`config.mk`:
```
export PLATFORM = sky130hd
export DESIGN_NAME = sfs_status_cmd
export DESIGN_NICKNAME = d
export VERILOG_FILES = /design/src/sfs_pkg.sv /design/src/sfs_status_cmd.sv /design/src/sfs_sync.sv /design/src/sfs_protect.sv
export VERILOG_INCLUDE_DIRS = /design/src
export SDC_FILE = /design/constraint.sdc
export NUM_CORES = 1
export LEC_CHECK = 0
export BUFFER_PORTS_ARGS = -buffer_cell sky130_fd_sc_hd__buf_2
export CAP_MARGIN = 20
export CORE_MARGIN = 5
export CORE_UTILIZATION = 45
export CTS_CLUSTER_DIAMETER = 60
export CTS_CLUSTER_SIZE = 24
export DETAILED_ROUTE_END_ITERATION = 12
export PLACE_DENSITY_LB_ADDON = 0.15
export RECOVER_POWER = 100
export SYNTH_ARGS = -nofsm -noshare
export SYNTH_HDL_FRONTEND = slang
export SYNTH_SLANG_ARGS = --single-unit
```
`constraint.sdc`:
```
create_clock -name i_mclk -period 2.75 [get_ports i_mclk]
set_clock_uncertainty 0.15 [all_clocks]
set_input_delay 0.55 -clock i_mclk [delete_from_list [all_inputs] [get_ports i_mclk]]
set_output_delay 0.55 -clock i_mclk [all_outputs]
set_load 0.02 [all_outputs]
```
`src/sfs_defines.svh`:
```
`ifndef SFS_DEFINES_SVH
`define SFS_DEFINES_SVH

// Opcodes handled here
`define SFS_OP_WRITE_ENABLE  8'h06
`define SFS_OP_WRITE_DISABLE 8'h04
`define SFS_OP_STATUS_READ   8'h05
`define SFS_OP_STATUS_WRITE  8'h01
`define SFS_OP_RELEASE_ID    8'hAB

// Opcodes passed on to the array sequencer
`define SFS_OP_READ          8'h03
`define SFS_OP_FAST_READ     8'h0B
`define SFS_OP_FAST_READ_DUO 8'h3B
`define SFS_OP_PAGE_PROGRAM  8'h02
`define SFS_OP_SECTOR_ERASE  8'h20
`define SFS_OP_BLOCK32_ERASE 8'h52
`define SFS_OP_BLOCK64_ERASE 8'hD8
`define SFS_OP_CHIP_ERASE_A  8'hC7
`define SFS_OP_CHIP_ERASE_B  8'h60
`define SFS_OP_POWER_DOWN    8'hB9
`define SFS_OP_MFR_DEV_ID    8'h90
`define SFS_OP_JEDEC_ID      8'h9F

// Status byte layout
`define SFS_ST_BUSY          0
`define SFS_ST_WRITE_LATCH   1
`define SFS_ST_RANGE_LO      2
`define SFS_ST_RANGE_HI      4
`define SFS_ST_FROM_LOW_END  5
`define SFS_ST_RESERVED      6
`define SFS_ST_LOCK          7
`define SFS_ST_WRITE_MASK    8'hBC
`define SFS_ST_RESET         8'h00

// Identification byte; value is arbitrary
`define SFS_DEVICE_ID        8'h5A

// Frame layout
`define SFS_BYTE_LAST_BIT    5'h07
`define SFS_ID_DUMMY_LAST    5'h17
`define SFS_BLOCK_COUNT      7'h40

// Timing
`define SFS_MCLK_MHZ         40
`define SFS_WRITE_TIME_NS    10000000
`define SFS_WRITE_TIME_CYCLES ((`SFS_WRITE_TIME_NS * `SFS_MCLK_MHZ) / 1000)

`endif

```
`src/sfs_pkg.sv`:
```
`default_nettype none

package sfs_pkg;

   // Gray codes along idle -> opcode -> data -> done
   typedef enum logic [2:0] {
      SFS_IDLE     = 3'h0,
      SFS_OPCODE   = 3'h1,
      SFS_WR_DATA  = 3'h3,
      SFS_WR_DONE  = 3'h2,
      SFS_STATUS   = 3'h6,
      SFS_ID_DUMMY = 3'h7,
      SFS_ID_OUT   = 3'h5,
      SFS_IGNORE   = 3'h4
   } sfs_state_t;

   typedef struct packed {
      logic sclk;
      logic cs_n;
      logic serial_in;
      logic wp_n;
   } sfs_pins_t;

   typedef struct packed {
      logic        valid;
      logic        whole_chip;
      logic [23:0] addr;
   } sfs_array_req_t;

   typedef struct packed {
      logic       from_low_end;
      logic [2:0] range;
   } sfs_protect_t;

endpackage

`default_nettype wire

```
`src/sfs_status_cmd.sv`:
```
`include "sfs_defines.svh"
`default_nettype none

module sfs_status_cmd
   import sfs_pkg::*;
#(
   parameter int         WT_CYCLES = `SFS_WRITE_TIME_CYCLES,
   parameter logic [7:0] DEVICE_ID = `SFS_DEVICE_ID
)(
   input  wire logic           i_mclk,
   input  wire logic           i_reset_n,
   input  wire logic           i_sclk,
   input  wire logic           i_cs_n,
   input  wire logic           i_serial_in_io,
   input  wire logic           i_wp_n,
   input  wire sfs_array_req_t i_array_req,
   input  wire logic           i_array_done,
   output logic                o_serial_out,
   output logic                o_serial_out_en_n,
   output logic [7:0]          o_status,
   output logic                o_write_latch,
   output logic                o_busy,
   output logic                o_opcode_valid,
   output logic [7:0]          o_opcode,
   output logic                o_frame_end,
   output logic                o_array_grant,
   output logic                o_array_reject
);

   localparam int WT_W = $clog2(WT_CYCLES + 1);

   function automatic logic is_array_op(input logic [7:0] op);
      case (op)
         `SFS_OP_READ, `SFS_OP_FAST_READ, `SFS_OP_FAST_READ_DUO,
         `SFS_OP_PAGE_PROGRAM, `SFS_OP_SECTOR_ERASE, `SFS_OP_BLOCK32_ERASE,
         `SFS_OP_BLOCK64_ERASE, `SFS_OP_CHIP_ERASE_A, `SFS_OP_CHIP_ERASE_B,
         `SFS_OP_POWER_DOWN, `SFS_OP_MFR_DEV_ID, `SFS_OP_JEDEC_ID:
            is_array_op = 1'b1;
         default:
            is_array_op = 1'b0;
      endcase
   endfunction

   ////////////////////////////////////////////////////////////////////////////
   // Pin synchronisers and edge detection

   sfs_pins_t pins_raw;
   sfs_pins_t pins;

   assign pins_raw = '{sclk: i_sclk, cs_n: i_cs_n, serial_in: i_serial_in_io, wp_n: i_wp_n};

   sfs_sync #(
      .W        (4),
      .RESET_LV (4'h4)
   ) u_sync (
      .i_mclk    (i_mclk),
      .i_reset_n (i_reset_n),
      .i_async   (pins_raw),
      .o_sync    (pins)
   );

   ////////////////////////////////////////////////////////////////////////////
   // State

   sfs_state_t      state_q,     state_d;
   logic            sclk_prev_q, cs_prev_q;
   logic [6:0]      shift_q,     shift_d;
   logic [4:0]      bit_cnt_q,   bit_cnt_d;
   logic [2:0]      out_idx_q,   out_idx_d;
   logic [7:0]      snap_q,      snap_d;
   logic [7:0]      nv_q,        nv_d;
   logic [7:0]      wr_data_q,   wr_data_d;
   logic            latch_q,     latch_d;
   logic            wr_busy_q,   wr_busy_d;
   logic            arr_busy_q,  arr_busy_d;
   logic [WT_W-1:0] wt_cnt_q,    wt_cnt_d;
   logic            so_q,        so_d;
   logic            en_n_q,      en_n_d;
   logic            opv_q,       opv_d;
   logic [7:0]      op_q,        op_d;
   logic            fend_q,      fend_d;
   logic            grant_q,     grant_d;
   logic            reject_q,    reject_d;

   logic            sclk_rise, sclk_fall, cs_rise;
   logic            busy;
   logic [7:0]      status_live;
   logic [7:0]      in_byte;
   logic [7:0]      out_byte;
   logic            locked;
   logic            prot_hit;
   sfs_state_t      st;

   assign sclk_rise = pins.sclk & ~sclk_prev_q;
   assign sclk_fall = ~pins.sclk & sclk_prev_q;
   assign cs_rise   = pins.cs_n & ~cs_prev_q;
   assign busy      = wr_busy_q | arr_busy_q;
   assign in_byte   = {shift_q, pins.serial_in};
   assign locked    = nv_q[`SFS_ST_LOCK] & ~pins.wp_n;

   // Stored bits plus live flags; bit 6 forced low
   always_comb
   begin
      status_live                      = nv_q & `SFS_ST_WRITE_MASK;
      status_live[`SFS_ST_BUSY]        = busy;
      status_live[`SFS_ST_WRITE_LATCH] = latch_q;
   end

   sfs_protect u_protect (
      .i_prot       (sfs_protect_t'({nv_q[`SFS_ST_FROM_LOW_END],
                                     nv_q[`SFS_ST_RANGE_HI:`SFS_ST_RANGE_LO]})),
      .i_whole_chip (i_array_req.whole_chip),
      .i_addr       (i_array_req.addr),
      .o_hit        (prot_hit)
   );

   ////////////////////////////////////////////////////////////////////////////
   // Next-state logic

   always_comb
   begin
      state_d    = state_q;
      shift_d    = shift_q;
      bit_cnt_d  = bit_cnt_q;
      out_idx_d  = out_idx_q;
      snap_d     = snap_q;
      nv_d       = nv_q;
      wr_data_d  = wr_data_q;
      latch_d    = latch_q;
      wr_busy_d  = wr_busy_q;
      arr_busy_d = arr_busy_q;
      wt_cnt_d   = wt_cnt_q;
      so_d       = so_q;
      en_n_d     = en_n_q;
      opv_d      = 1'b0;
      op_d       = op_q;
      fend_d     = 1'b0;
      grant_d    = 1'b0;
      reject_d   = 1'b0;
      out_byte   = status_live;
      st         = (state_q == SFS_IDLE) ? SFS_OPCODE : state_q;

      // Timed status write; new bits land with busy falling
      if (wr_busy_q)
      begin
         if (wt_cnt_q == '0)
         begin
            wr_busy_d = 1'b0;
            nv_d      = (nv_q & ~`SFS_ST_WRITE_MASK)
                      | (wr_data_q & `SFS_ST_WRITE_MASK);
            latch_d   = 1'b0;
         end
         else
            wt_cnt_d = wt_cnt_q - WT_W'(1);
      end

      if (arr_busy_q && i_array_done)
      begin
         arr_busy_d = 1'b0;
         latch_d    = 1'b0;
      end

      // Program/erase admission from the array sequencer
      if (i_array_req.valid)
      begin
         if (latch_q && !busy && !prot_hit)
         begin
            grant_d    = 1'b1;
            arr_busy_d = 1'b1;
         end
         else
            reject_d = 1'b1;
      end

      if (cs_rise)
      begin
         fend_d  = 1'b1;
         en_n_d  = 1'b1;
         state_d = SFS_IDLE;
         // Only a frame ending exactly on the data byte commits
         if (state_q == SFS_WR_DONE && !busy && !locked)
         begin
            wr_busy_d = 1'b1;
            wt_cnt_d  = WT_W'(WT_CYCLES - 1);
         end
      end
      else if (!pins.cs_n)
      begin
         state_d = st;
         if (state_q == SFS_IDLE)
            bit_cnt_d = '0;
         if (sclk_rise)
         begin
            shift_d   = in_byte[6:0];
            bit_cnt_d = ((state_q == SFS_IDLE) ? 5'h00 : bit_cnt_q) + 5'h01;
            unique case (st)
               SFS_OPCODE:
               begin
                  if (state_q == SFS_IDLE)
                     bit_cnt_d = 5'h01;
                  else if (bit_cnt_q == `SFS_BYTE_LAST_BIT)
                  begin
                     bit_cnt_d = '0;
                     out_idx_d = 3'h7;
                     state_d   = SFS_IGNORE;
                     if (in_byte == `SFS_OP_STATUS_READ)
                        state_d = SFS_STATUS;
                     else if (busy)
                        state_d = SFS_IGNORE;
                     else if (in_byte == `SFS_OP_WRITE_ENABLE)
                        latch_d = 1'b1;
                     else if (in_byte == `SFS_OP_WRITE_DISABLE)
                        latch_d = 1'b0;
                     else if (in_byte == `SFS_OP_STATUS_WRITE)
                     begin
                        if (latch_q && !locked)
                           state_d = SFS_WR_DATA;
                     end
                     else if (in_byte == `SFS_OP_RELEASE_ID)
                        state_d = SFS_ID_DUMMY;
                     else if (is_array_op(in_byte))
                     begin
                        opv_d = 1'b1;
                        op_d  = in_byte;
                     end
                  end
               end
               SFS_WR_DATA:
               begin
                  if (bit_cnt_q == `SFS_BYTE_LAST_BIT)
                  begin
                     wr_data_d = in_byte;
                     state_d   = SFS_WR_DONE;
                  end
               end
               SFS_WR_DONE:
                  state_d = SFS_IGNORE;
               SFS_ID_DUMMY:
               begin
                  if (bit_cnt_q == `SFS_ID_DUMMY_LAST)
                     state_d = SFS_ID_OUT;
               end
               SFS_STATUS, SFS_ID_OUT, SFS_IGNORE:
                  state_d = st;
            endcase
         end
         // Fresh byte at each boundary so busy updates show
         if (sclk_fall && (st == SFS_STATUS || st == SFS_ID_OUT))
         begin
            out_byte  = (st == SFS_STATUS) ? status_live : DEVICE_ID;
            en_n_d    = 1'b0;
            out_idx_d = out_idx_q - 3'h1;
            if (out_idx_q == 3'h7)
            begin
               snap_d = out_byte;
               so_d   = out_byte[7];
            end
            else
               so_d = snap_q[out_idx_q];
         end
      end
   end

   ////////////////////////////////////////////////////////////////////////////
   // Registers

   always_ff @(posedge i_mclk)
   begin
      if (!i_reset_n)
      begin
         state_q     <= SFS_IDLE;
         sclk_prev_q <= 1'b0;
         cs_prev_q   <= 1'b1;
         shift_q     <= 7'h00;
         bit_cnt_q   <= 5'h00;
         out_idx_q   <= 3'h7;
         snap_q      <= 8'h00;
         nv_q        <= `SFS_ST_RESET;
         wr_data_q   <= 8'h00;
         latch_q     <= 1'b0;
         wr_busy_q   <= 1'b0;
         arr_busy_q  <= 1'b0;
         wt_cnt_q    <= '0;
         so_q        <= 1'b0;
         en_n_q      <= 1'b1;
         opv_q       <= 1'b0;
         op_q        <= 8'h00;
         fend_q      <= 1'b0;
         grant_q     <= 1'b0;
         reject_q    <= 1'b0;
      end
      else
      begin
         state_q     <= state_d;
         sclk_prev_q <= pins.sclk;
         cs_prev_q   <= pins.cs_n;
         shift_q     <= shift_d;
         bit_cnt_q   <= bit_cnt_d;
         out_idx_q   <= out_idx_d;
         snap_q      <= snap_d;
         nv_q        <= nv_d;
         wr_data_q   <= wr_data_d;
         latch_q     <= latch_d;
         wr_busy_q   <= wr_busy_d;
         arr_busy_q  <= arr_busy_d;
         wt_cnt_q    <= wt_cnt_d;
         so_q        <= so_d;
         en_n_q      <= en_n_d;
         opv_q       <= opv_d;
         op_q        <= op_d;
         fend_q      <= fend_d;
         grant_q     <= grant_d;
         reject_q    <= reject_d;
      end
   end

   // Status and flag outputs registered separately to keep them flop-driven
   logic [7:0] status_out_q;
   logic       latch_out_q;
   logic       busy_out_q;

   always_ff @(posedge i_mclk)
   begin
      if (!i_reset_n)
      begin
         status_out_q <= `SFS_ST_RESET;
         latch_out_q  <= 1'b0;
         busy_out_q   <= 1'b0;
      end
      else
      begin
         status_out_q <= status_live;
         latch_out_q  <= latch_d;
         busy_out_q   <= wr_busy_d | arr_busy_d;
      end
   end

   assign o_serial_out      = so_q;
   assign o_serial_out_en_n = en_n_q;
   assign o_status          = status_out_q;
   assign o_write_latch     = latch_out_q;
   assign o_busy            = busy_out_q;
   assign o_opcode_valid    = opv_q;
   assign o_opcode          = op_q;
   assign o_frame_end       = fend_q;
   assign o_array_grant     = grant_q;
   assign o_array_reject    = reject_q;

endmodule // sfs_status_cmd

`default_nettype wire

```
`src/sfs_sync.sv`:
```
`default_nettype none

module sfs_sync
   import sfs_pkg::*;
#(
   parameter int         W        = 4,
   parameter logic [3:0] RESET_LV = 4'h0
)(
   input  wire logic         i_mclk,
   input  wire logic         i_reset_n,
   input  wire logic [W-1:0] i_async,
   output logic      [W-1:0] o_sync
);

   genvar g;
   generate
      for (g = 0; g < W; g++)
      begin : g_bit
         logic meta_q;
         logic sync_q;
         always_ff @(posedge i_mclk)
         begin
            if (!i_reset_n)
            begin
               meta_q <= RESET_LV[g];
               sync_q <= RESET_LV[g];
            end
            else
            begin
               meta_q <= i_async[g];
               sync_q <= meta_q;
            end
         end
         assign o_sync[g] = sync_q;
      end
   endgenerate

endmodule // sfs_sync

`default_nettype wire

```
`src/sfs_protect.sv`:
```
`default_nettype none

module sfs_protect
   import sfs_pkg::*;
(
   input  wire sfs_protect_t i_prot,
   input  wire logic         i_whole_chip,
   input  wire logic [23:0]  i_addr,
   output logic              o_hit
);

   logic [6:0] blocks;
   logic [6:0] blk;

   // Region in 64KB blocks, doubling per range code
   always_comb
   begin
      blocks = 7'h00;
      blk    = {1'b0, i_addr[21:16]};
      if (i_prot.range == 3'h7)
         blocks = `SFS_BLOCK_COUNT;
      else if (i_prot.range != 3'h0)
         blocks = 7'(7'h01 << (i_prot.range - 3'h1));
      if (blocks == 7'h00)
         o_hit = 1'b0;
      else if (i_whole_chip)
         o_hit = 1'b1;
      else if (i_prot.from_low_end)
         o_hit = blk < blocks;
      else
         o_hit = blk >= 7'(`SFS_BLOCK_COUNT - blocks);
   end

endmodule // sfs_protect

`default_nettype wire

```
==> impl_metrics.env <==
export IMPL_grt_antenna_before_repair=0
export IMPL_ys_types=67
export IMPL_num_rows=36
export IMPL_stdcell_count=689
export IMPL_p_int_mw=1.80
export IMPL_ant_nets=0
export IMPL_hold_buffers=0
export IMPL_cts_sinks=90
export IMPL_ys_ff_latch=90
export IMPL_cp_arrival_ns=2.56
export IMPL_period_minus_slack_ns=2.50
export IMPL_async_flop_share=0
export IMPL_total_power_mw=2.30
export IMPL_setup_viol=0
export IMPL_cts_tree="done"
export IMPL_holdWs_ns=0.224
export IMPL_slew_violations=0
export IMPL_synthFlopType="dfxtp_1"
export IMPL_final_util=0.507
export IMPL_drc=0
export IMPL_die_x_microns=110
export IMPL_drive_gt1_frac=0.0863
export IMPL_grt_pass1_wl_microns=17200
export IMPL_postSynthAreaPerCell_sq_um=8.67
export IMPL_cts_made_buffers=9
export IMPL_final_hold_violation_count=0
export IMPL_max_cap_violations=0
export IMPL_rsz0062_at_grt="false"
export IMPL_switching_share=0.218
export IMPL_hold_path_class="input pin to register"
export IMPL_track_usage=0.166
export IMPL_area_delta_synth_final_pct=9.64
export IMPL_pwr_share_comb=0.033
export IMPL_fin_nets=603
export IMPL_max_freq_mhz=400
export IMPL_h_tree_depth=3
export IMPL_wl_met3_microns=382
export IMPL_pre_cts_ws_ns=0.232
export IMPL_status="finished clean"
export IMPL_reg2regPathDepth=5
export IMPL_p_per_area_mw_per_mm2=462
export IMPL_met1_length_microns=4740
export IMPL_worstSetupPathType="register to register"
export IMPL_leakagePower_nw=1.86
export IMPL_post_dp_cell_area_sq_mm=0.00486
export IMPL_synth_area_sq_mm=0.00454
export IMPL_top_layer_used="met4"
export IMPL_core_sq_mm=0.00982
export IMPL_vias=3709
export IMPL_ir_worst_vdd_mv=0.240
export IMPL_postSynthNetCount=574
export IMPL_worstSetupEndpointType="register"
export IMPL_die_h_microns=110
export IMPL_first_global_vias=3607
export IMPL_via_per_inst=5.38
export IMPL_clockPowerShare=0.394
export IMPL_slew_headroom=0.379
export IMPL_synth_warnings=0
export IMPL_routed_wl_microns=9800
export IMPL_drt_first_iter_violations=141
export IMPL_io_buffer_count=37
export IMPL_start_kind="register"
export IMPL_gr_total_overflow=0
export IMPL_post_drt_wl_per_cell_microns=14.2
export IMPL_start_util=0.463
export IMPL_cts_root_buf="clkbuf_8"
export IMPL_tightest_slew_ns=0.932
export IMPL_crit_required_ns=2.81
export IMPL_dr_wl_met2_microns=4560
export IMPL_clock_latency_ns=0.36
export IMPL_n_antenna_cell=0
export IMPL_post_route_period_util=0.909
export IMPL_whs_path_depth=2
export IMPL_clk_path_buf_depth=2
export IMPL_postLayoutCellArea_sq_mm=0.00498
export IMPL_nFillCells=993
export IMPL_dieArea_sq_mm=0.0122
export IMPL_worstPathMaxFanout=11
export IMPL_postCtsSetupBuffers=0
export IMPL_drt_pass1_iterations=4
export IMPL_place_inst=675
export IMPL_dp_hpwl_microns=7170
export IMPL_sequentialPowerShare=0.573
export IMPL_synth_cells=524
export IMPL_grt_max_degree=37
export IMPL_pin_count=57
export IMPL_clkTransAtPathRegs_ns=0.08
export IMPL_gp_congestion=0.861
export IMPL_setup_slack_ns=0.250
export IMPL_cts_resized_gates=0
export IMPL_switching_power_mw=0.502
export IMPL_seq_area_frac_synth=0.397
export IMPL_synth_edf_count=0
export IMPL_tns_ns=0
[kinds of logic (layout without fill, tap and decap cells)]
group | Yosys count | after routing | synth area share
xor+xnor | 19 | 19 | 0.0366
mux | 26 | 26 | 0.0631
other cells | 1 | 1 | 0.000826
fa+ha+maj | 17 | 17 | 0.0468
simple gates | 227 | 227 | 0.273
flops | 90 | 90 | 0.397
buf+inv | 45 | 77 | 0.0408
compound gates | 99 | 99 | 0.142
[synthesized netlist by cell type, drive strengths merged, types with 3 or more instances]
cell type	instances	area share
a211oi	9	0.016
a21o	3	0.0050
a21oi	33	0.036
a31oi	5	0.010
and2	16	0.022
and3	7	0.0096
buf	6	0.0085
clkbuf	24	0.020
dfxtp	90	0.40
ha	17	0.047
inv	15	0.012
mux2i	23	0.051
nand2	52	0.043
nand2b	12	0.017
nand3	21	0.023
nand3b	6	0.0099
nand4	6	0.0083
nor2	50	0.043
nor2b	7	0.0096
nor3	13	0.015
nor3b	4	0.0066
nor4	6	0.012
o2111ai	3	0.0058
o211ai	7	0.012
o21ai	16	0.018
o22ai	5	0.0069
or2	4	0.0055
or3	4	0.0055
or4	5	0.0099
xnor2	10	0.019
xor2	9	0.017
[sequential cells by signal, indices dropped and copies added, names as in the netlist, 3 cells and up]
signal	flops
state_q	3
u_sync.g_bit.meta_q	4
out_idx_q	3
shift_q	7
bit_cnt_q	5
snap_q	8
o_status	7
o_opcode	8
u_sync.g_bit.sync_q	4
nv_q	5
wr_data_q	5
wt_cnt_q	19
[worst max-delay path, cell delays in order, from the launching register on]
cell and delay, ns:
dfxtp_1 0.42, or3b_1 0.49, nor4_1 0.57, nand3b_1 0.43, mux2i_1 0.25, nor2_1 0.06
[layout by cell type (no fill, tap or decap), types with 8 or more instances in the layout]
cell type,count
nand2b_1,12
a21oi_1,33
nor2_1,49
nand2_1,52
and2_0,9
o21ai_0,9
clkbuf_8,11
nor3_1,12
ha_1,17
inv_1,14
dfxtp_1,90
xor2_1,9
buf_2,14
nand3_1,21
xnor2_1,10
clkbuf_1,26
mux2i_1,23
a211oi_1,8
buf_4,9
[layout make-up]
| cell class | count | area [sq um] | share of cell area |
|---|---|---|---|
| clock inverter | 2 | 37.5 | 0.00754 |
| sequential | 90 | 1800 | 0.362 |
| timing repair buffer | 48 | 231 | 0.0465 |
| multi-input combinational | 389 | 2530 | 0.508 |
| inverter | 15 | 56.3 | 0.0113 |
| clock buffer | 12 | 155 | 0.0312 |
| tap | 133 | 166 | 0.0334 |
[layer usage]
metal | GRT usage | up-vias
li1 | - | 1909
met1 | 0.219 | 1728
met2 | 0.270 | 63
met3 | 0.0350 | 9
met4 | 0.0534 | 0
met5 | 0 | -
[path summary, 6_finish.rpt]
path	start	end	slack, ns
max	u_sync.g_bit[2].sync_q	wr_data_q[7]	0.25
min	i_cs_n	u_sync.g_bit[2].meta_q	0.22
max reg2reg	u_sync.g_bit[2].sync_q	wr_data_q[7]	0.25
min reg2reg	u_sync.g_bit[2].meta_q	u_sync.g_bit[2].sync_q	0.27
[power by group through the flow]
| stage | clock network, mW | logic (mW) | registers [mW] |
|---|---|---|---|
| floorplan | 0 | 0.0559 | 1.34 |
| global placement | 0 | 0.0812 | 1.35 |
| detailed placement | 0 | 0.0825 | 1.35 |
| CTS | 0.932 | 0.0829 | 1.32 |
| global route | 0.985 | 0.0892 | 1.32 |
| finish | 0.907 | 0.0766 | 1.32 |
(Power assumes the default switching activity.)
